## src/pdfp_defines.svh

```systemverilog
// Register offsets, field positions and reset values for the post dividers
`ifndef PDFP_DEFINES_SVH
`define PDFP_DEFINES_SVH
`define PDFP_ADDR_W          8
`define PDFP_REG_W           24
`define PDFP_OFF_S0D         8'h89
`define PDFP_OFF_S1A         8'h8c
`define PDFP_OFF_S1B         8'h8f
`define PDFP_OFF_S1C         8'h92
`define PDFP_RST_S0D         24'h00_0040
`define PDFP_RST_S1A         24'h00_0002
`define PDFP_RST_S1B         24'h00_0002
`define PDFP_RST_S1C         24'h00_0032
`define PDFP_SHAPE_HI        23
`define PDFP_SHAPE_LO        20
`define PDFP_SHAPE_FRAME     4'hf
`define PDFP_TYPE_BIT        19
`define PDFP_POL_BIT         18
`define PDFP_SEL_HI          17
`define PDFP_SEL_LO          16
`define PDFP_PERIOD_HI       15
`define PDFP_PERIOD_LO       0
`define PDFP_RATIO_HI        22
`define PDFP_RATIO_LO        0
`define PDFP_RSVD_BIT        23
`endif

```

## src/pdfp_pkg.sv

```systemverilog
// Types shared by the post divider block
package pdfp_pkg;
  typedef enum logic [1:0] {
    PDFP_REL_A,
    PDFP_REL_B,
    PDFP_REL_C,
    PDFP_REL_RSVD
  } pdfp_rel_sel_t;
  typedef enum logic {
    PDFP_MODE_CLOCK,
    PDFP_MODE_FRAME
  } pdfp_mode_t;
endpackage

```

## src/pdfp_div.sv

```systemverilog
// Integer clock divider, 50 percent duty for even ratios; odd ratios give the high phase the larger half
`timescale 1ns/1ps
module pdfp_div (
  // Clock and reset
  input  wire logic        clk_in,
  input  wire logic        reset_in,
  // Control
  input  wire logic [23:0] ratio_in,
  // Divided clock
  output logic             clk_out,
  output logic             rise_out
);
  logic [23:0] cnt_q;
  logic [23:0] cnt_d;
  logic        lvl_q;
  logic        lvl_d;
  logic [23:0] high_len;
  logic [23:0] last_cnt;

  // High phase is the larger half so odd ratios stay near 50 percent
  always_comb begin
    high_len = ratio_in - (ratio_in >> 1);
    last_cnt = ratio_in - 24'h00_0001;
    cnt_d    = cnt_q + 24'h00_0001;
    lvl_d    = lvl_q;
    // Ratios 0 and 1 pass no divided clock; hold low
    if (ratio_in < 24'h00_0002) begin
      cnt_d = 24'h00_0000;
      lvl_d = 1'b0;
    end else if (cnt_q >= last_cnt) begin
      cnt_d = 24'h00_0000;
      lvl_d = 1'b1;
    end else if (cnt_q + 24'h00_0001 == high_len) begin
      lvl_d = 1'b0;
    end
  end

  always_ff @(posedge clk_in) begin
    if (reset_in) begin
      cnt_q <= 24'h00_0000;
      lvl_q <= 1'b0;
    end else begin
      cnt_q <= cnt_d;
      lvl_q <= lvl_d;
    end
  end

  assign clk_out  = lvl_q;
  assign rise_out = lvl_d & ~lvl_q;
endmodule

```

## src/pdfp_top.sv

```systemverilog
// Post divider registers, divided clocks and synthesizer 0 frame pulse output
// Behaviour
// - Shape field all ones makes divider D emit a frame pulse.
// - Other shape values give a clock, 50% for even ratios (odd: high the larger half), VCO over full 24-bit ratio.
// - Related select 00/01/10 picks A/B/C; pulse one related period wide.
// - Polarity bit clear gives normal pulse, set gives inverted pulse.
// - Type bit clear centres boundary in pulse; set puts it on edge.
// - Low sixteen bits count related periods between frame pulses.
// - Synth 1 divided by 23-bit ratio A; top bit kept zero.
// - Synth 1 divided by 23-bit ratio B; top bit kept zero.
`timescale 1ns/1ps
`include "pdfp_defines.svh"
module pdfp_top (
  // Clock and reset
  input  wire logic                   clk_in,
  input  wire logic                   reset_in,
  // Register port
  input  wire logic [`PDFP_ADDR_W-1:0] reg_addr_in,
  input  wire logic                   reg_wr_in,
  input  wire logic [`PDFP_REG_W-1:0] reg_wdata_in,
  output logic      [`PDFP_REG_W-1:0] reg_rdata_out,
  // Synthesizer 0 related clocks, as divided elsewhere
  input  wire logic                   synth0_clk_a_in,
  input  wire logic                   synth0_clk_b_in,
  input  wire logic                   synth0_clk_c_in,
  // Divided outputs and frame mode flag
  output logic                        first_synth_ratio_d_out,
  output logic                        second_synth_ratio_a_out,
  output logic                        second_synth_ratio_b_out,
  output logic                        frame_mode_out
);
  logic [23:0] s0d_q;
  logic [23:0] s0d_d;
  logic [23:0] s1a_q;
  logic [23:0] s1a_d;
  logic [23:0] s1b_q;
  logic [23:0] s1b_d;
  logic [23:0] s1c_q;
  logic [23:0] s1c_d;

  // Last related period of a frame; a zero period behaves as one
  function automatic logic period_end(input logic [15:0] cnt,
                                      input logic [15:0] len);
    logic [15:0] nxt;
    nxt = cnt + 16'h0001;
    return nxt >= len;
  endfunction

  // Register file
  always_comb begin
    s0d_d = s0d_q;
    s1a_d = s1a_q;
    s1b_d = s1b_q;
    s1c_d = s1c_q;
    if (reg_wr_in) begin
      unique case (reg_addr_in)
        `PDFP_OFF_S0D: s0d_d = reg_wdata_in;
        `PDFP_OFF_S1A: s1a_d = reg_wdata_in;
        `PDFP_OFF_S1B: s1b_d = reg_wdata_in;
        `PDFP_OFF_S1C: s1c_d = reg_wdata_in;
        default: ;
      endcase
    end
  end

  always_ff @(posedge clk_in) begin
    if (reset_in) begin
      s0d_q <= `PDFP_RST_S0D;
      s1a_q <= `PDFP_RST_S1A;
      s1b_q <= `PDFP_RST_S1B;
      s1c_q <= `PDFP_RST_S1C;
    end else begin
      s0d_q <= s0d_d;
      s1a_q <= s1a_d;
      s1b_q <= s1b_d;
      s1c_q <= s1c_d;
    end
  end

  // Unmapped reads return zero
  always_comb begin
    unique case (reg_addr_in)
      `PDFP_OFF_S0D: reg_rdata_out = s0d_q;
      `PDFP_OFF_S1A: reg_rdata_out = s1a_q;
      `PDFP_OFF_S1B: reg_rdata_out = s1b_q;
      `PDFP_OFF_S1C: reg_rdata_out = s1c_q;
      default:       reg_rdata_out = 24'h00_0000;
    endcase
  end

  // Mode decode
  pdfp_pkg::pdfp_mode_t    mode;
  pdfp_pkg::pdfp_rel_sel_t rel_sel;
  logic                    pol_inv;
  logic                    type_edge;
  logic [15:0]             period;

  always_comb begin
    mode = (s0d_q[`PDFP_SHAPE_HI:`PDFP_SHAPE_LO] == `PDFP_SHAPE_FRAME) ?
           pdfp_pkg::PDFP_MODE_FRAME : pdfp_pkg::PDFP_MODE_CLOCK;
    rel_sel   = pdfp_pkg::pdfp_rel_sel_t'(s0d_q[`PDFP_SEL_HI:`PDFP_SEL_LO]);
    pol_inv   = s0d_q[`PDFP_POL_BIT];
    type_edge = s0d_q[`PDFP_TYPE_BIT];
    period    = s0d_q[`PDFP_PERIOD_HI:`PDFP_PERIOD_LO];
  end

  // Plain dividers; ratio is the whole register in clock mode
  logic d_clk;
  pdfp_div u_div_d (
    .clk_in   (clk_in),
    .reset_in (reset_in),
    .ratio_in (s0d_q),
    .clk_out  (d_clk),
    .rise_out ()
  );

  // Reserved top bit is masked so a stray one cannot enlarge the ratio
  pdfp_div u_div_a (
    .clk_in   (clk_in),
    .reset_in (reset_in),
    .ratio_in ({1'b0, s1a_q[`PDFP_RATIO_HI:`PDFP_RATIO_LO]}),
    .clk_out  (second_synth_ratio_a_out),
    .rise_out ()
  );

  pdfp_div u_div_b (
    .clk_in   (clk_in),
    .reset_in (reset_in),
    .ratio_in ({1'b0, s1b_q[`PDFP_RATIO_HI:`PDFP_RATIO_LO]}),
    .clk_out  (second_synth_ratio_b_out),
    .rise_out ()
  );

  // Related clock selection; reserved code yields no reference
  logic rel_clk;
  always_comb begin
    unique case (rel_sel)
      pdfp_pkg::PDFP_REL_A:    rel_clk = synth0_clk_a_in;
      pdfp_pkg::PDFP_REL_B:    rel_clk = synth0_clk_b_in;
      pdfp_pkg::PDFP_REL_C:    rel_clk = synth0_clk_c_in;
      pdfp_pkg::PDFP_REL_RSVD: rel_clk = 1'b0;
    endcase
  end

  // Related clock sampled to find its edges
  logic                    rel_q;
  logic                    rel_d;
  logic [15:0]             pcnt_q;
  logic [15:0]             pcnt_d;
  logic                    pulse_q;
  logic                    pulse_d;
  logic                    rel_rise;
  logic                    rel_fall;
  // A new select would show the old clock's level as a false edge
  pdfp_pkg::pdfp_rel_sel_t sel_q;
  pdfp_pkg::pdfp_rel_sel_t sel_d;
  logic                    sel_chg;

  // Edge style pulse spans one full related period from a rising edge;
  // centred style starts half a period earlier, on the falling edge.
  always_comb begin
    rel_d    = rel_clk;
    sel_d    = rel_sel;
    sel_chg  = (rel_sel != sel_q);
    rel_rise = rel_clk & ~rel_q & ~sel_chg;
    rel_fall = ~rel_clk & rel_q & ~sel_chg;
    pcnt_d   = pcnt_q;
    pulse_d  = pulse_q;
    // Reserved select has no reference, so the pulse rests inactive
    if (mode == pdfp_pkg::PDFP_MODE_CLOCK ||
        rel_sel == pdfp_pkg::PDFP_REL_RSVD) begin
      pcnt_d  = 16'h0000;
      pulse_d = 1'b0;
    end else begin
      if (rel_rise) begin
        // Frame boundary on each wrap of the period count
        pcnt_d = period_end(pcnt_q, period) ? 16'h0000 :
                 pcnt_q + 16'h0001;
        if (type_edge) begin
          pulse_d = (pcnt_d == 16'h0000);
        end else if (pcnt_q == 16'h0000) begin
          pulse_d = 1'b0;
        end
      end
      if (rel_fall && !type_edge) begin
        // Centred pulse: high from the fall before the boundary
        if (period_end(pcnt_q, period)) begin
          pulse_d = 1'b1;
        end else if (pulse_q && pcnt_q == 16'h0000) begin
          pulse_d = 1'b0;
        end
      end
    end
  end

  logic out_d_q;
  logic out_d_d;
  always_comb begin
    if (mode == pdfp_pkg::PDFP_MODE_FRAME) begin
      out_d_d = pulse_q ^ pol_inv;
    end else begin
      out_d_d = d_clk;
    end
  end

  always_ff @(posedge clk_in) begin
    if (reset_in) begin
      rel_q   <= 1'b0;
      pcnt_q  <= 16'h0000;
      pulse_q <= 1'b0;
      out_d_q <= 1'b0;
      sel_q   <= pdfp_pkg::PDFP_REL_A;
    end else begin
      rel_q   <= rel_d;
      sel_q   <= sel_d;
      pcnt_q  <= pcnt_d;
      pulse_q <= pulse_d;
      out_d_q <= out_d_d;
    end
  end

  assign first_synth_ratio_d_out = out_d_q;
  assign frame_mode_out = (mode == pdfp_pkg::PDFP_MODE_FRAME);
endmodule

```

## config.mk

```make
export PLATFORM = sky130hd
export DESIGN_NAME = pdfp_top
export DESIGN_NICKNAME = d
export VERILOG_FILES = /design/src/pdfp_pkg.sv /design/src/pdfp_div.sv /design/src/pdfp_top.sv
export VERILOG_INCLUDE_DIRS = /design/src
export SDC_FILE = /design/constraint.sdc
export NUM_CORES = 1
export LEC_CHECK = 0
export ABC_AREA = 1
export BUFFER_PORTS_ARGS = -buffer_cell sky130_fd_sc_hd__buf_2
export CAP_MARGIN = 40
export CORE_MARGIN = 2
export CORE_UTILIZATION = 50
export CTS_BUF_LIST = sky130_fd_sc_hd__clkbuf_4 sky130_fd_sc_hd__clkbuf_8 sky130_fd_sc_hd__clkbuf_16
export DETAILED_ROUTE_END_ITERATION = 6
export PLACE_DENSITY = 0.69
export REMOVE_ABC_BUFFERS = 1
export SETUP_SLACK_MARGIN = 0.15
export SLEW_MARGIN = 10
export SYNTH_ARGS = -nofsm -noshare
export SYNTH_HDL_FRONTEND = slang
export SYNTH_HIERARCHICAL = 1
export SYNTH_SLANG_ARGS = --single-unit
export TNS_END_PERCENT = 1
```

## constraint.sdc

```tcl
create_clock -name clk_in -period 10.1 [get_ports clk_in]
set_input_delay 0.505 -clock clk_in [delete_from_list [all_inputs] [get_ports clk_in]]
set_output_delay 0.505 -clock clk_in [all_outputs]
set_load 0.005 [all_outputs]
```

* Word level (Yosys, flattened, before mapping) *
Index checks and enable logic that the tools add are counted.

word-level totals
  bits in registers = 192
  latch bits = 0
  bits in writable memories = 0
  bits in read-only memories = 0
  input port bits = 38
  output and inout port bits = 28
  logic and storage cells = 91
  memories = 0

cells by class
  add/sub/neg operators = 10
  multiply operators = 0
  divide/modulo/power cells = 0
  order comparisons = 7
  equal/unequal tests = 12
  shifts and indexed selects = 0
  multiplexer cells = 17
  bitwise logic cells = 9
  reductions and logical operators = 21

operators with widths
  kind                                                                           number
  24-bit case mux with 4 select lines                                            1
  24-bit by 1-bit adder with 24-bit output, second input constant                3
  24-bit equality test                                                           3
  24-bit >= comparator                                                           3
  23-bit by 1-bit subtractor with 24-bit output, second input constant           2
  23-bit by 22-bit subtractor with 24-bit output                                 2
  23-bit by 2-bit less-than comparator with 1-bit output, second input constant  2
  8-bit equality test, second input constant                                     4
  16-bit logical NOT                                                             2
  24-bit by 2-bit less-than comparator with 1-bit output, second input constant  1
  24-bit by 1-bit subtractor with 24-bit output, second input constant           1
  24-bit by 23-bit subtractor with 24-bit output                                 1
  16-bit by 1-bit adder with 16-bit output, second input constant                1
  16-bit >= comparator                                                           1
  16-bit 2-to-1 mux                                                              1
  1-bit 2-to-1 mux                                                               14
  3-bit OR reduction                                                             3
  2-bit AND reduction                                                            4
  2-bit OR reduction                                                             4
  2-bit nonzero test                                                             3
  1-bit bitwise AND                                                              4
  2-bit equality test, second input constant                                     2
  4-bit equality test, second input constant                                     1
  1-bit NOT                                                                      4
  8 further kinds                                                                9

* Longest topological paths before layout *
Gate-level depths: netlist of the first run.

  depth after elaboration = 9
  depth in mapped cells = 24
  gate-level depth less buffers = 23

* Hierarchy *
The synthesis of the first run kept the hierarchy.

by module, submodules not included
  module              instances  cells an instance  area an instance (um^2)  sequential area each (um^2)
  pdfp_top            1          811                5720.5                   2342.2
  pdfp_div (u_div_b)  1          818                4789.6                   500.5
  pdfp_div (u_div_a)  1          798                4750.8                   500.5
  pdfp_div (u_div_d)  1          809                4683.2                   500.5

* Least setup slack after synthesis of the first run *
No wires, ideal clock.

  path type = flip-flop to flip-flop
  start = register s0d_q[2]
  end = register u_div_d.cnt_q[10]
  setup time = 0.127 ns
  data arrival time = 3.463 ns
  data required time = 9.973 ns
  slack = 6.510 ns
  stages on the path, launching flop included = 25
  path buffers = 1
  period minus slack after synthesis = 3.590 ns
  cells stage by stage = dfxtp_1 inv_1 ha_1 a21boi_2 o21ai_2 a21boi_2 nand2_1 nor2_2 nand2_1 nor2_2 nand2_1 nor2_2 nand2_1 nand2_1 nand2_1 xor2_1 ha_1 nand4_1 nor2_1 inv_1 o221ai_1 a41oi_1 nand2_1 clkbuf_1 nor2_1

between the ends
  word-level cells in the longest chain between the ends = 3
  elaborated cells on any way between the ends = 4
  those cells by class = add/sub (1); order compare (2); reduce/logical (1)

ends and longest elaborated chain
  what                                           RTL line        source
  from (decl)                                    pdfp_top.sv:32  logic [23:0] s0d_q;
  from (signal assigned)                         pdfp_top.sv:68  s0d_q <= `PDFP_RST_S0D;
  24-bit by 1-bit subtractor with 24-bit output  pdfp_div.sv:23  last_cnt = ratio_in - 24'h00_0001;
  24-bit >= comparator                           pdfp_div.sv:30  end else if (cnt_q >= last_cnt) begin
  3-bit OR reduction (no line) *                 -
  to (signal assigned)                           pdfp_div.sv:43  cnt_q <= cnt_d;
  to (decl)                                      pdfp_div.sv:13  logic [23:0] cnt_q;

Every way passes the cells marked *; elsewhere a longest branch is shown, timed or not.
A chain may end at the register's enable or synchronous reset.

* Worst setup path in the final report of the first run *
  start = register s0d_q[2]
  end = register u_div_d.cnt_q[0]

The elaborated chain is that of the path after synthesis.

==> results.json, run 1 <==
{
  "setup_tns_ns": 0,
  "cpMaxStageDelayCell": "sky130_fd_sc_hd__nand2_1",
  "fin_worst_skew_ns": 0.0143,
  "ant_nets": 0,
  "drcViolationCount": 0,
  "gr-usage-met1_pct": 41.1,
  "period_share_pct": 44.1,
  "critical_path.max_fanout": 24,
  "p_per_area_mw_per_mm2": 80.1,
  "grt.overflow.total": 0,
  "areaGrowthSynthToFinish_pct": 7.38,
  "crit_arrival_ns": 4.83,
  "setup.worst_path.class": "reg2reg",
  "cts_hold_repair.buffers": 0,
  "critical_path_buf_inv_count": 1,
  "pin_count": 66,
  "max_freq_mhz": 225,
  "grt_use_met2_pct": 50.6,
  "nets": 3564,
  "cts-root-to-sink-buffers": 2,
  "timing.critical_path.to_type": "flip-flop",
  "placeableCoreArea_mm2": 0.0395,
  "first_global_vias": 19000,
  "mostFrequentLayoutCells": "892 x sky130_fd_sc_hd__nand2_1, 484 x sky130_fd_sc_hd__inv_1, 408 x sky130_fd_sc_hd__nor2_1",
  "cp_common_cell": "sky130_fd_sc_hd__nand2_1",
  "grt_pass1_wl_um": 99100,
  "port_buffers": 65,
  "insertedDiodeCount": 0,
  "chipWidth_um": 203,
  "layout_commonest_cell": "sky130_fd_sc_hd__nand2_1",
  "timing.final.max_slew_violations": 0,
  "ir_drop_mv": 0.128,
  "max_slew_margin_pct": 38.8,
  "ctsHtreeMaxLevel": 4,
  "grt_start_max_net_pins": 97,
  "num_vias": 20300,
  "ctsRootBufferMaster": "sky130_fd_sc_hd__clkbuf_16",
  "dp.final_hpwl_um": 52100,
  "wirelength_um": 63300,
  "cts_made_buffers": 17,
  "cts_setup_buffers": 0,
  "worst_pin_slew_ns": 0.916,
  "netlist_instances": 3224,
  "whs_ns": 0.329,
  "die_area_mm2": 0.0414,
  "timing.critical_path.slowest_cell_delay_ns": 0.58,
  "grt_setup_unrepaired": "no",
  "synth_area_mm2": 0.0199,
  "reg2reg_slack_ns": 5.65,
  "clkSlewWorstSetupHoldPaths_ns": 0.08,
  "finalCriticalPeriod_ns": 4.45,
  "finalSetupViolations": 0,
  "die_h_um": 203,
  "timing.hold.worst.class": "in2reg",
  "globalRouteMet3Util_pct": 3.98,
  "kind_of_launch_point_of_the_worst_setup_path": "flip-flop",
  "post_drt_wl_per_cell_um": 16.6,
  "total_power_mw": 1.71,
  "outcome": "completed",
  "globalRouteTotalUtil_pct": 30.6,
  "number_of_vias_per_cell": 5.33,
  "worst-endpoint-required_ns": 10.48,
  "rows": 73,
  "clkLatencyLatePin_ns": 0.47,
  "final_layout_size_suffix_gt1_share_pct": 6.54,
  "leakage_nw": 10.5,
  "drv_cap": 0,
  "dr.first_iter.drc_count": 1823,
  "crit_family": "simple AND/OR/NAND/NOR gates",
  "numClockSinks": 192,
  "yosys_warnings": 6,
  "cts.repair.resized": 0,
  "cp_cell_sequence": "inv_1 > ha_1 > a21boi_2 > o21ai_2 > a21boi_2 > nand2_1 > nor2_2 > nand2_1 > nor2_2 > nand2_1 > nor2_2 > nand2_1 > nand2_1 > nand2_1 > xor2_1 > ha_1 > a21oi_1 > o21ai_0 > a21oi_1 > o221ai_1 > a41oi_1 > nand2_1 > nor2_1",
  "global_route.peak_usage_layer": "met2",
  "avgSynthCellArea_um2": 6.17,
  "timing_hold_violations_final": 0,
  "starting_density_of_the_core_pct": 50.4,
  "globalplace.congestion": 0.959,
  "drt_pass1_iterations": 6,
  "antenna_found_initial": 1,
  "tritoncts": "built"
}
## layer usage
metal	wire, µm	share of wire, %	vias to the layer above
li1	-	-	10300
met1	28800	45	9309
met2	28800	45	622
met3	3880	6.1	105
met4	1860	2.9	0
met5	0	0	-
## flip-flops by register name, indices dropped and copies added, names as in the netlist
name                     flops
u_div_a/clk_out              1
u_div_d/cnt_q               24
u_div_b/cnt_q               24
pcnt_q                      16
sel_q                        2
s0d_q                       24
s1a_q                       24
rel_q                        1
first_synth_ratio_d_out      1
u_div_a/cnt_q               24
u_div_b/clk_out              1
pulse_q                      1
s1c_q                       24
u_div_d/clk_out              1
s1b_q                       24
## cell type report
class | count | area, µm²
inverters | 499 | 1870
clock buffers | 19 | 453
multi-input cells | 2494 | 14000
clock inverters | 12 | 101
flip-flops and latches | 192 | 3840
well taps | 525 | 657
fillers | 4130 | 18100
repair buffers | 73 | 409
## report_power, final
group	switching (mW)	leakage (nW)	internal [mW]
Combinational	0.170	8.70	0.0861
Clock	0.341	0.269	0.333
Sequential	0.0140	1.55	0.767
Total	0.524	10.5	1.19
## worst reg2reg max path, stage by stage, from the launching register on
cell,delay (ns)
sky130_fd_sc_hd__dfxtp_1,0.47
sky130_fd_sc_hd__inv_1,0.17
sky130_fd_sc_hd__ha_1,0.23
sky130_fd_sc_hd__a21boi_2,0.19
sky130_fd_sc_hd__o21ai_2,0.09
sky130_fd_sc_hd__a21boi_2,0.17
sky130_fd_sc_hd__nand2_1,0.12
sky130_fd_sc_hd__nor2_2,0.13
sky130_fd_sc_hd__nand2_1,0.11
sky130_fd_sc_hd__nor2_2,0.13
sky130_fd_sc_hd__nand2_1,0.11
sky130_fd_sc_hd__nor2_2,0.12
sky130_fd_sc_hd__nand2_1,0.09
sky130_fd_sc_hd__nand2_1,0.07
sky130_fd_sc_hd__nand2_1,0.06
sky130_fd_sc_hd__xor2_1,0.14
sky130_fd_sc_hd__ha_1,0.32
sky130_fd_sc_hd__a21oi_1,0.13
sky130_fd_sc_hd__o21ai_0,0.12
sky130_fd_sc_hd__a21oi_1,0.14
sky130_fd_sc_hd__o221ai_1,0.12
sky130_fd_sc_hd__a41oi_1,0.24
sky130_fd_sc_hd__nand2_1,0.58
sky130_fd_sc_hd__nor2_1,0.30
## final timing paths
kind,startpoint,endpoint,cells past startpoint
setup / recovery,s0d_q[2]$_SDFFE_PP0P_,u_div_d/cnt_q[0]$_SDFF_PP0_,23
hold / removal,reg_wdata_in[19],s0d_q[19]$_SDFFE_PP0P_,3
setup reg to reg,s0d_q[2]$_SDFFE_PP0P_,u_div_d/cnt_q[0]$_SDFF_PP0_,23
hold reg to reg,s1c_q[1]$_SDFFE_PP1P_,s1c_q[1]$_SDFFE_PP1P_,2
## per-stage QoR
| step | area [µm²] | instances | setup WS (ns) | utilization (%) |
|---|---|---|---|---|
| 2_1_floorplan | 19700 | 3185 | 6.52 | - |
| 3_3_place_gp | 20800 | 3781 | 5.90 | 52.6 |
| 3_5_place_dp | 20800 | 3783 | 5.71 | 52.7 |
| 4_1_cts | 21300 | 3814 | 5.71 | 54.1 |
| 5_1_grt | 21300 | 3814 | 5.15 | 54.1 |
| 6_report | 21300 | 3814 | 5.65 | 54.1 |
Power figures use the tool's default switching activity.
==> inputs of run 2 (changes only) <==
==> constraint.sdc (replaced) <==
create_clock -name clk_in -period 4.25 [get_ports clk_in]
set_input_delay 0.2125 -clock clk_in [delete_from_list [all_inputs] [get_ports clk_in]]
set_output_delay 0.2125 -clock clk_in [all_outputs]
set_load 0.005 [all_outputs]
==> run 2 against run 1 <==
Compared with the run above: cell count rose by 0.29%; largest power group unchanged; global-route usage down 0.27 points; hold slack worse by 0.29 ns; setup slack got worse by 5.2 ns; critical endpoint is now u_div_a/cnt_q[3]$_SDFF_PP0_.
==> results.json, run 2 (synthesized netlist as in run 1, its figures left out) <==
{
  "dr.first_iter.drc_count": 1849,
  "post-route-worst-setup-slack_ns": 0.430,
  "nets": 3574,
  "worst_r2r_endpoint": "u_div_a/cnt_q[3]$_SDFF_PP0_",
  "starting_density_of_the_core_pct": 50.4,
  "drt_pass1_iterations": 6,
  "period_share_pct": 89.9,
  "reg2reg_slack_ns": 0.43,
  "insertedDiodeCount": 0,
  "placeableCoreArea_mm2": 0.0395,
  "finalSetupViolations": 0,
  "cts-root-to-sink-buffers": 2,
  "timing.final.max_slew_violations": 0,
  "setup.worst_path.class": "reg2reg",
  "drv_cap": 0,
  "globalRouteTotalUtil_pct": 30.3,
  "finalCriticalPeriod_ns": 3.82,
  "antenna_found_initial": 0,
  "outcome": "completed",
  "first_global_vias": 19100,
  "depth_of_the_worst_register_to_register_path": 24,
  "timing.hold.worst_path_depth": 3,
  "areaGrowthSynthToFinish_pct": 8.19,
  "layout_commonest_cell": "sky130_fd_sc_hd__nand2_1",
  "grt_start_max_net_pins": 97,
  "crit_arrival_ns": 4.18,
  "chipWidth_um": 203,
  "cts_hold_repair.buffers": 0,
  "grt_setup_unrepaired": "yes",
  "rows": 73,
  "fill_cell_total_of_the_finished_layout": 4104,
  "ant_nets": 0,
  "clkSlewWorstSetupHoldPaths_ns": 0.08,
  "port_buffers": 65,
  "drcViolationCount": 0,
  "total_power_mw": 4.16,
  "num_vias": 20500,
  "dp.final_hpwl_um": 51700,
  "die_area_mm2": 0.0414,
  "max_freq_mhz": 262,
  "worst_hold_startpoint": "reg_wdata_in[12]",
  "pin_count": 66,
  "ctsRootBufferMaster": "sky130_fd_sc_hd__clkbuf_16",
  "max_slew_margin_pct": 37.6,
  "numClockSinks": 192,
  "stdcell_area_mm2": 0.0215,
  "timing.hold.worst.class": "in2reg",
  "worst_pin_slew_ns": 0.936,
  "ir_drop_mv": 0.320,
  "timing.critical_path.to_type": "flip-flop",
  "mostFrequentLayoutCells": "892 x sky130_fd_sc_hd__nand2_1, 483 x sky130_fd_sc_hd__inv_1, 406 x sky130_fd_sc_hd__nor2_1",
  "ctsHtreeMaxLevel": 4,
  "detailedPlace.worstSlack_ns": 0.300,
  "grt_pass1_wl_um": 99100,
  "final_layout_size_suffix_gt1_share_pct": 7.21,
  "final-seq-area_mm2": 0.00385,
  "critical_path.max_fanout": 24,
  "place_inst": 3792,
  "timing_hold_violations_final": 0,
  "worst-endpoint-required_ns": 4.61,
  "placed_cell_area_mm2": 0.0209,
  "fin_worst_skew_ns": 0.0109,
  "tritoncts": "built",
  "r2r_start": "s1a_q[2]$_SDFFE_PP0P_",
  "clkLatencyLatePin_ns": 0.47,
  "grt.overflow.total": 0,
  "globalplace.congestion": 0.978,
  "post_drt_wl_per_cell_um": 16.4,
  "cts_made_buffers": 17,
  "leakage_nw": 10.6,
  "wirelength_um": 62900,
  "layout.core_utilization_pct": 54.5,
  "die_h_um": 203,
  "setup_tns_ns": 0,
  "footprint_of_the_multi_input_gates_mm2": 0.0140,
  "number_of_vias_per_cell": 5.36,
  "worstHoldEndpoint": "s1c_q[12]$_SDFFE_PP0P_",
  "kind_of_launch_point_of_the_worst_setup_path": "flip-flop",
  "whs_ns": 0.0416,
  "p_per_area_mw_per_mm2": 193,
  "layout.cells.non_filler": 3825
}
==> run 2: changes by cell type in the layout (fill, tap and decap cells not counted), moves of 3 or more <==
cell / previous run / this run
sky130_fd_sc_hd__dfxtp_1: 192 / 187
sky130_fd_sc_hd__inv_6: 4 / 7
sky130_fd_sc_hd__buf_4: 6 / 14
sky130_fd_sc_hd__dfxtp_2: 0 / 5
sky130_fd_sc_hd__clkinv_4: 4 / 1
==> run 2: repair_timing <==
action / in CTS / in global routing
endpoints found under the setup margin: 0 / 74
gates resized for setup: 0 / 16
setup buffers: 0 / 1
==> run 2: how the worst max path moves through the flow <==
stage / start / to / slack (ns) / cells after the start
after global routing: s1a_q[2]$_SDFFE_PP0P_ / u_div_a/cnt_q[23]$_SDFF_PP0_ / 0.10 / 24
after global placement: s1a_q[2]$_SDFFE_PP0P_ / u_div_a/cnt_q[0]$_SDFF_PP0_ / 0.45 / 24
after CTS: s1a_q[2]$_SDFFE_PP0P_ / u_div_a/cnt_q[3]$_SDFF_PP0_ / 0.28 / 24
final: s1a_q[2]$_SDFFE_PP0P_ / u_div_a/cnt_q[3]$_SDFF_PP0_ / 0.43 / 24
after detailed placement: s1a_q[2]$_SDFFE_PP0P_ / u_div_a/cnt_q[6]$_SDFF_PP0_ / 0.30 / 24
after floorplan: s0d_q[2]$_SDFFE_PP0P_ / u_div_d/cnt_q[0]$_SDFF_PP0_ / 0.67 / 23
==> run 2: power breakdown <==
part           switching (mW)  total, mW  internal (mW)
Combinational           0.407      0.624          0.217
Sequential             0.0325       1.86           1.82
Clock                   0.863       1.68          0.818
Total                    1.30       4.16           2.86
==> run 2: critical path, stage by stage, from the launching register on <==
cell and delay [ns]:
sky130_fd_sc_hd__dfxtp_2 0.42, sky130_fd_sc_hd__inv_1 0.13, sky130_fd_sc_hd__ha_1 0.21, sky130_fd_sc_hd__a21boi_2 0.18, sky130_fd_sc_hd__o21ai_2 0.10, sky130_fd_sc_hd__a21boi_2 0.17
sky130_fd_sc_hd__nand2_1 0.11, sky130_fd_sc_hd__nor2_2 0.15, sky130_fd_sc_hd__nand2_2 0.10, sky130_fd_sc_hd__nor2_4 0.11, sky130_fd_sc_hd__nand2_2 0.07, sky130_fd_sc_hd__nor2_2 0.12
sky130_fd_sc_hd__nand2_1 0.09, sky130_fd_sc_hd__nand2_1 0.06, sky130_fd_sc_hd__nand2_1 0.05, sky130_fd_sc_hd__xor2_1 0.14, sky130_fd_sc_hd__ha_1 0.32, sky130_fd_sc_hd__nand4_1 0.15
sky130_fd_sc_hd__nor2_2 0.21, sky130_fd_sc_hd__nand2_1 0.09, sky130_fd_sc_hd__o221ai_2 0.21, sky130_fd_sc_hd__a41oi_2 0.08, sky130_fd_sc_hd__nand2_1 0.13, sky130_fd_sc_hd__buf_6 0.21
sky130_fd_sc_hd__nor2_1 0.06
==> run 2: layout make-up <==
cell class / count / share of cell area [%]
clock inverters: 13 / 0.634
inverters: 499 / 8.71
clock buffers: 19 / 2.11
repair buffers: 83 / 2.30
multi-input cells: 2494 / 65.3
well taps: 525 / 3.05
flip-flops and latches: 192 / 17.9
==> run 2: routing by layer <==
| metal | track usage (%) | wire length (µm) | vias up | share of wire (%) |
|---|---|---|---|---|
| met2 | 49.9 | 28300 | 660 | 45 |
| met4 | 11.6 | 2170 | 0 | 3.5 |
| met5 | 0 | 0 | - | 0 |
| met1 | 40.6 | 28800 | 9361 | 46 |
| met3 | 3.52 | 3560 | 114 | 5.7 |
| li1 | - | - | 10300 | - |
==> inputs of run 3 (changes only) <==
--- a/config.mk
+++ b/config.mk
@@ -9,7 +9,6 @@
 export ABC_AREA = 1
 export BUFFER_PORTS_ARGS = -buffer_cell sky130_fd_sc_hd__buf_2
 export CAP_MARGIN = 40
-export CORE_MARGIN = 2
 export CORE_UTILIZATION = 50
 export CTS_BUF_LIST = sky130_fd_sc_hd__clkbuf_4 sky130_fd_sc_hd__clkbuf_8 sky130_fd_sc_hd__clkbuf_16
 export DETAILED_ROUTE_END_ITERATION = 6
==> constraint.sdc (replaced) <==
create_clock -name clk_in -period 4.25 [get_ports clk_in]
set_input_delay 0.85 -clock clk_in [delete_from_list [all_inputs] [get_ports clk_in]]
set_output_delay 0.85 -clock clk_in [all_outputs]
set_load 0.005 [all_outputs]
==> run 3 against run 2 <==
Compared with the run above: design area grew 0.33%; clock power fell by 4%; power fell by 1.7%; first-iteration DRC count decreased by 11%; via count down 0.23%; routed wire length is 3.4% higher; register-to-register slack hardly changed; clock skew is 0.0044 ns higher; cell count grew 0.16%; clock-buffer cell count fell by 1; non-clock buffer count increased by 14; hold slack improved by 0.43 ns; largest power group unchanged.
==> results.json, run 3 (synthesized netlist as in run 1, its figures left out) <==
{
  "num_vias": 20400,
  "die_area_mm2": 0.0406,
  "grt_setup_unrepaired": "yes",
  "insertedDiodeCount": 0,
  "rows": 72,
  "setup_tns_ns": 0,
  "dp.final_hpwl_um": 53800,
  "footprint_of_the_multi_input_gates_mm2": 0.0140,
  "worst-endpoint-required_ns": 4.60,
  "leakage_nw": 10.7,
  "crit_arrival_ns": 4.17,
  "fill_cell_total_of_the_finished_layout": 4031,
  "globalplace.congestion": 0.947,
  "areaGrowthSynthToFinish_pct": 8.55,
  "r2r_start": "s0d_q[1]$_SDFFE_PP0P_",
  "depth_of_the_worst_register_to_register_path": 24,
  "fin_worst_skew_ns": 0.0154,
  "total_power_mw": 4.09,
  "ctsHtreeMaxLevel": 4,
  "first_global_vias": 19100,
  "port_buffers": 65,
  "tritoncts": "built",
  "numClockSinks": 192,
  "drt_pass1_iterations": 6,
  "chipWidth_um": 201,
  "placed_cell_area_mm2": 0.0209,
  "worstHoldEndpoint": "s1c_q[5]$_SDFFE_PP1P_",
  "setup.worst_path.class": "reg2reg",
  "worst_r2r_endpoint": "u_div_d/cnt_q[18]$_SDFF_PP0_",
  "outcome": "completed",
  "cts_hold_repair.buffers": 0,
  "p_per_area_mw_per_mm2": 190,
  "drcViolationCount": 0,
  "die_h_um": 201,
  "ir_drop_mv": 0.310,
  "layout_commonest_cell": "sky130_fd_sc_hd__nand2_1",
  "clkSlewWorstSetupHoldPaths_ns": 0.08,
  "timing.final.max_slew_violations": 0,
  "worst_hold_startpoint": "s1c_q[5]$_SDFFE_PP1P_",
  "ctsRootBufferMaster": "sky130_fd_sc_hd__clkbuf_16",
  "timing_hold_violations_final": 0,
  "finalSetupViolations": 0,
  "critical_path.max_fanout": 24,
  "wirelength_um": 65000,
  "reg2reg_slack_ns": 0.43,
  "timing.critical_path.to_type": "flip-flop",
  "period_share_pct": 89.9,
  "mostFrequentLayoutCells": "891 x sky130_fd_sc_hd__nand2_1, 484 x sky130_fd_sc_hd__inv_1, 405 x sky130_fd_sc_hd__nor2_1",
  "nets": 3588,
  "final_layout_size_suffix_gt1_share_pct": 7.55,
  "max_freq_mhz": 262,
  "globalRouteTotalUtil_pct": 31.8,
  "final-seq-area_mm2": 0.00385,
  "kind_of_launch_point_of_the_worst_setup_path": "flip-flop",
  "post_drt_wl_per_cell_um": 17.0,
  "worst_pin_slew_ns": 0.890,
  "stdcell_area_mm2": 0.0216,
  "timing.hold.worst_path_depth": 2,
  "drv_cap": 0,
  "cts-root-to-sink-buffers": 2,
  "ant_nets": 0,
  "grt_pass1_wl_um": 101000,
  "dr.first_iter.drc_count": 1637,
  "finalCriticalPeriod_ns": 3.82,
  "max_slew_margin_pct": 40.6,
  "number_of_vias_per_cell": 5.33,
  "timing.hold.worst.class": "reg2reg",
  "pin_count": 66,
  "antenna_found_initial": 0,
  "placeableCoreArea_mm2": 0.0389,
  "clkLatencyLatePin_ns": 0.47,
  "grt.overflow.total": 0,
  "starting_density_of_the_core_pct": 51.1,
  "cts_made_buffers": 17,
  "grt_start_max_net_pins": 68
}
-- run 3: cell types whose count changed in the layout (fill, tap and decap cells not counted), sizes merged --
cell | previous run | this run
buf | 83 | 97
clkbuf | 19 | 18
clkinv | 4 | 6
inv | 508 | 506
-- run 3: layout make-up --
| type | instances | share of cell area [%] |
|---|---|---|
| clock inverters | 13 | 0.545 |
| repair buffers | 97 | 2.82 |
| well taps | 518 | 3.00 |
| clock buffers | 18 | 2.01 |
| inverters | 499 | 8.68 |
| multi-input cells | 2494 | 65.1 |
| flip-flops and latches | 192 | 17.8 |
-- run 3: per-stage QoR --
stage / hold WS (ns) / setup WS, ns / utilization, % / cells
CTS: 0.462 / 0.313 / 55.2 / 3828
detailed placement: 0.448 / 0.340 / 53.8 / 3797
global placement: 0.440 / 0.464 / 53.8 / 3796
global route: 0.504 / 0.123 / 55.4 / 3831
finish: 0.469 / 0.428 / 55.4 / 3831
floorplan: 0.429 / 0.667 / - / 3185
-- run 3: what timing repair did --
| item | CTS | global route |
|---|---|---|
| hold endpoints to repair | 0 | 0 |
| setup buffers | 0 | 3 |
| endpoints found under the setup margin | 0 | 72 |
| resized for setup | 0 | 16 |
-- run 3: report_power, final --
group | internal [mW] | switching [mW] | total, mW
clock | 0.777 | 0.840 | 1.62
sequential | 1.82 | 0.0307 | 1.85
combinational | 0.219 | 0.402 | 0.621
total | 2.82 | 1.27 | 4.09
-- run 3: worst max-delay path: stages, from the launching register on --
cell                       delay, ns
sky130_fd_sc_hd__dfxtp_2        0.37
sky130_fd_sc_hd__inv_1          0.11
sky130_fd_sc_hd__ha_1           0.22
sky130_fd_sc_hd__a21boi_2       0.18
sky130_fd_sc_hd__o21ai_2        0.09
sky130_fd_sc_hd__a21boi_2       0.16
sky130_fd_sc_hd__nand2_1        0.12
sky130_fd_sc_hd__nor2_2         0.14
sky130_fd_sc_hd__nand2_1        0.11
sky130_fd_sc_hd__nor2_2         0.17
sky130_fd_sc_hd__nand2_1        0.12
sky130_fd_sc_hd__nor2_2         0.14
sky130_fd_sc_hd__nand2_1        0.10
sky130_fd_sc_hd__nand2_1        0.06
sky130_fd_sc_hd__nand2_1        0.05
sky130_fd_sc_hd__xor2_1         0.14
sky130_fd_sc_hd__ha_1           0.31
sky130_fd_sc_hd__nand4_1        0.15
sky130_fd_sc_hd__nor2_2         0.21
sky130_fd_sc_hd__nand2_1        0.10
sky130_fd_sc_hd__o221ai_2       0.20
sky130_fd_sc_hd__a41oi_2        0.06
sky130_fd_sc_hd__nand2_1        0.12
sky130_fd_sc_hd__buf_8          0.20
sky130_fd_sc_hd__nor2_1         0.06
-- run 3: how the worst max path moves through the flow --
stage | startpoint | endpoint | cells past startpoint
CTS | s1b_q[1]$_SDFFE_PP1P_ | u_div_b/cnt_q[8]$_SDFF_PP0_ | 24
floorplan | s0d_q[2]$_SDFFE_PP0P_ | u_div_d/cnt_q[0]$_SDFF_PP0_ | 23
finish | s0d_q[1]$_SDFFE_PP0P_ | u_div_d/cnt_q[18]$_SDFF_PP0_ | 24
global placement | s1b_q[1]$_SDFFE_PP1P_ | u_div_b/cnt_q[3]$_SDFF_PP0_ | 24
detailed placement | s1b_q[1]$_SDFFE_PP1P_ | u_div_b/cnt_q[3]$_SDFF_PP0_ | 24
global route | s1a_q[2]$_SDFFE_PP0P_ | u_div_a/cnt_q[12]$_SDFF_PP0_ | 24
-- run 3: layer usage --
layer | wire, µm | track usage [%]
met4 | 1380 | 7.85
met1 | 30300 | 43.3
met3 | 3720 | 3.73
met5 | 0 | 0
met2 | 29600 | 53.0
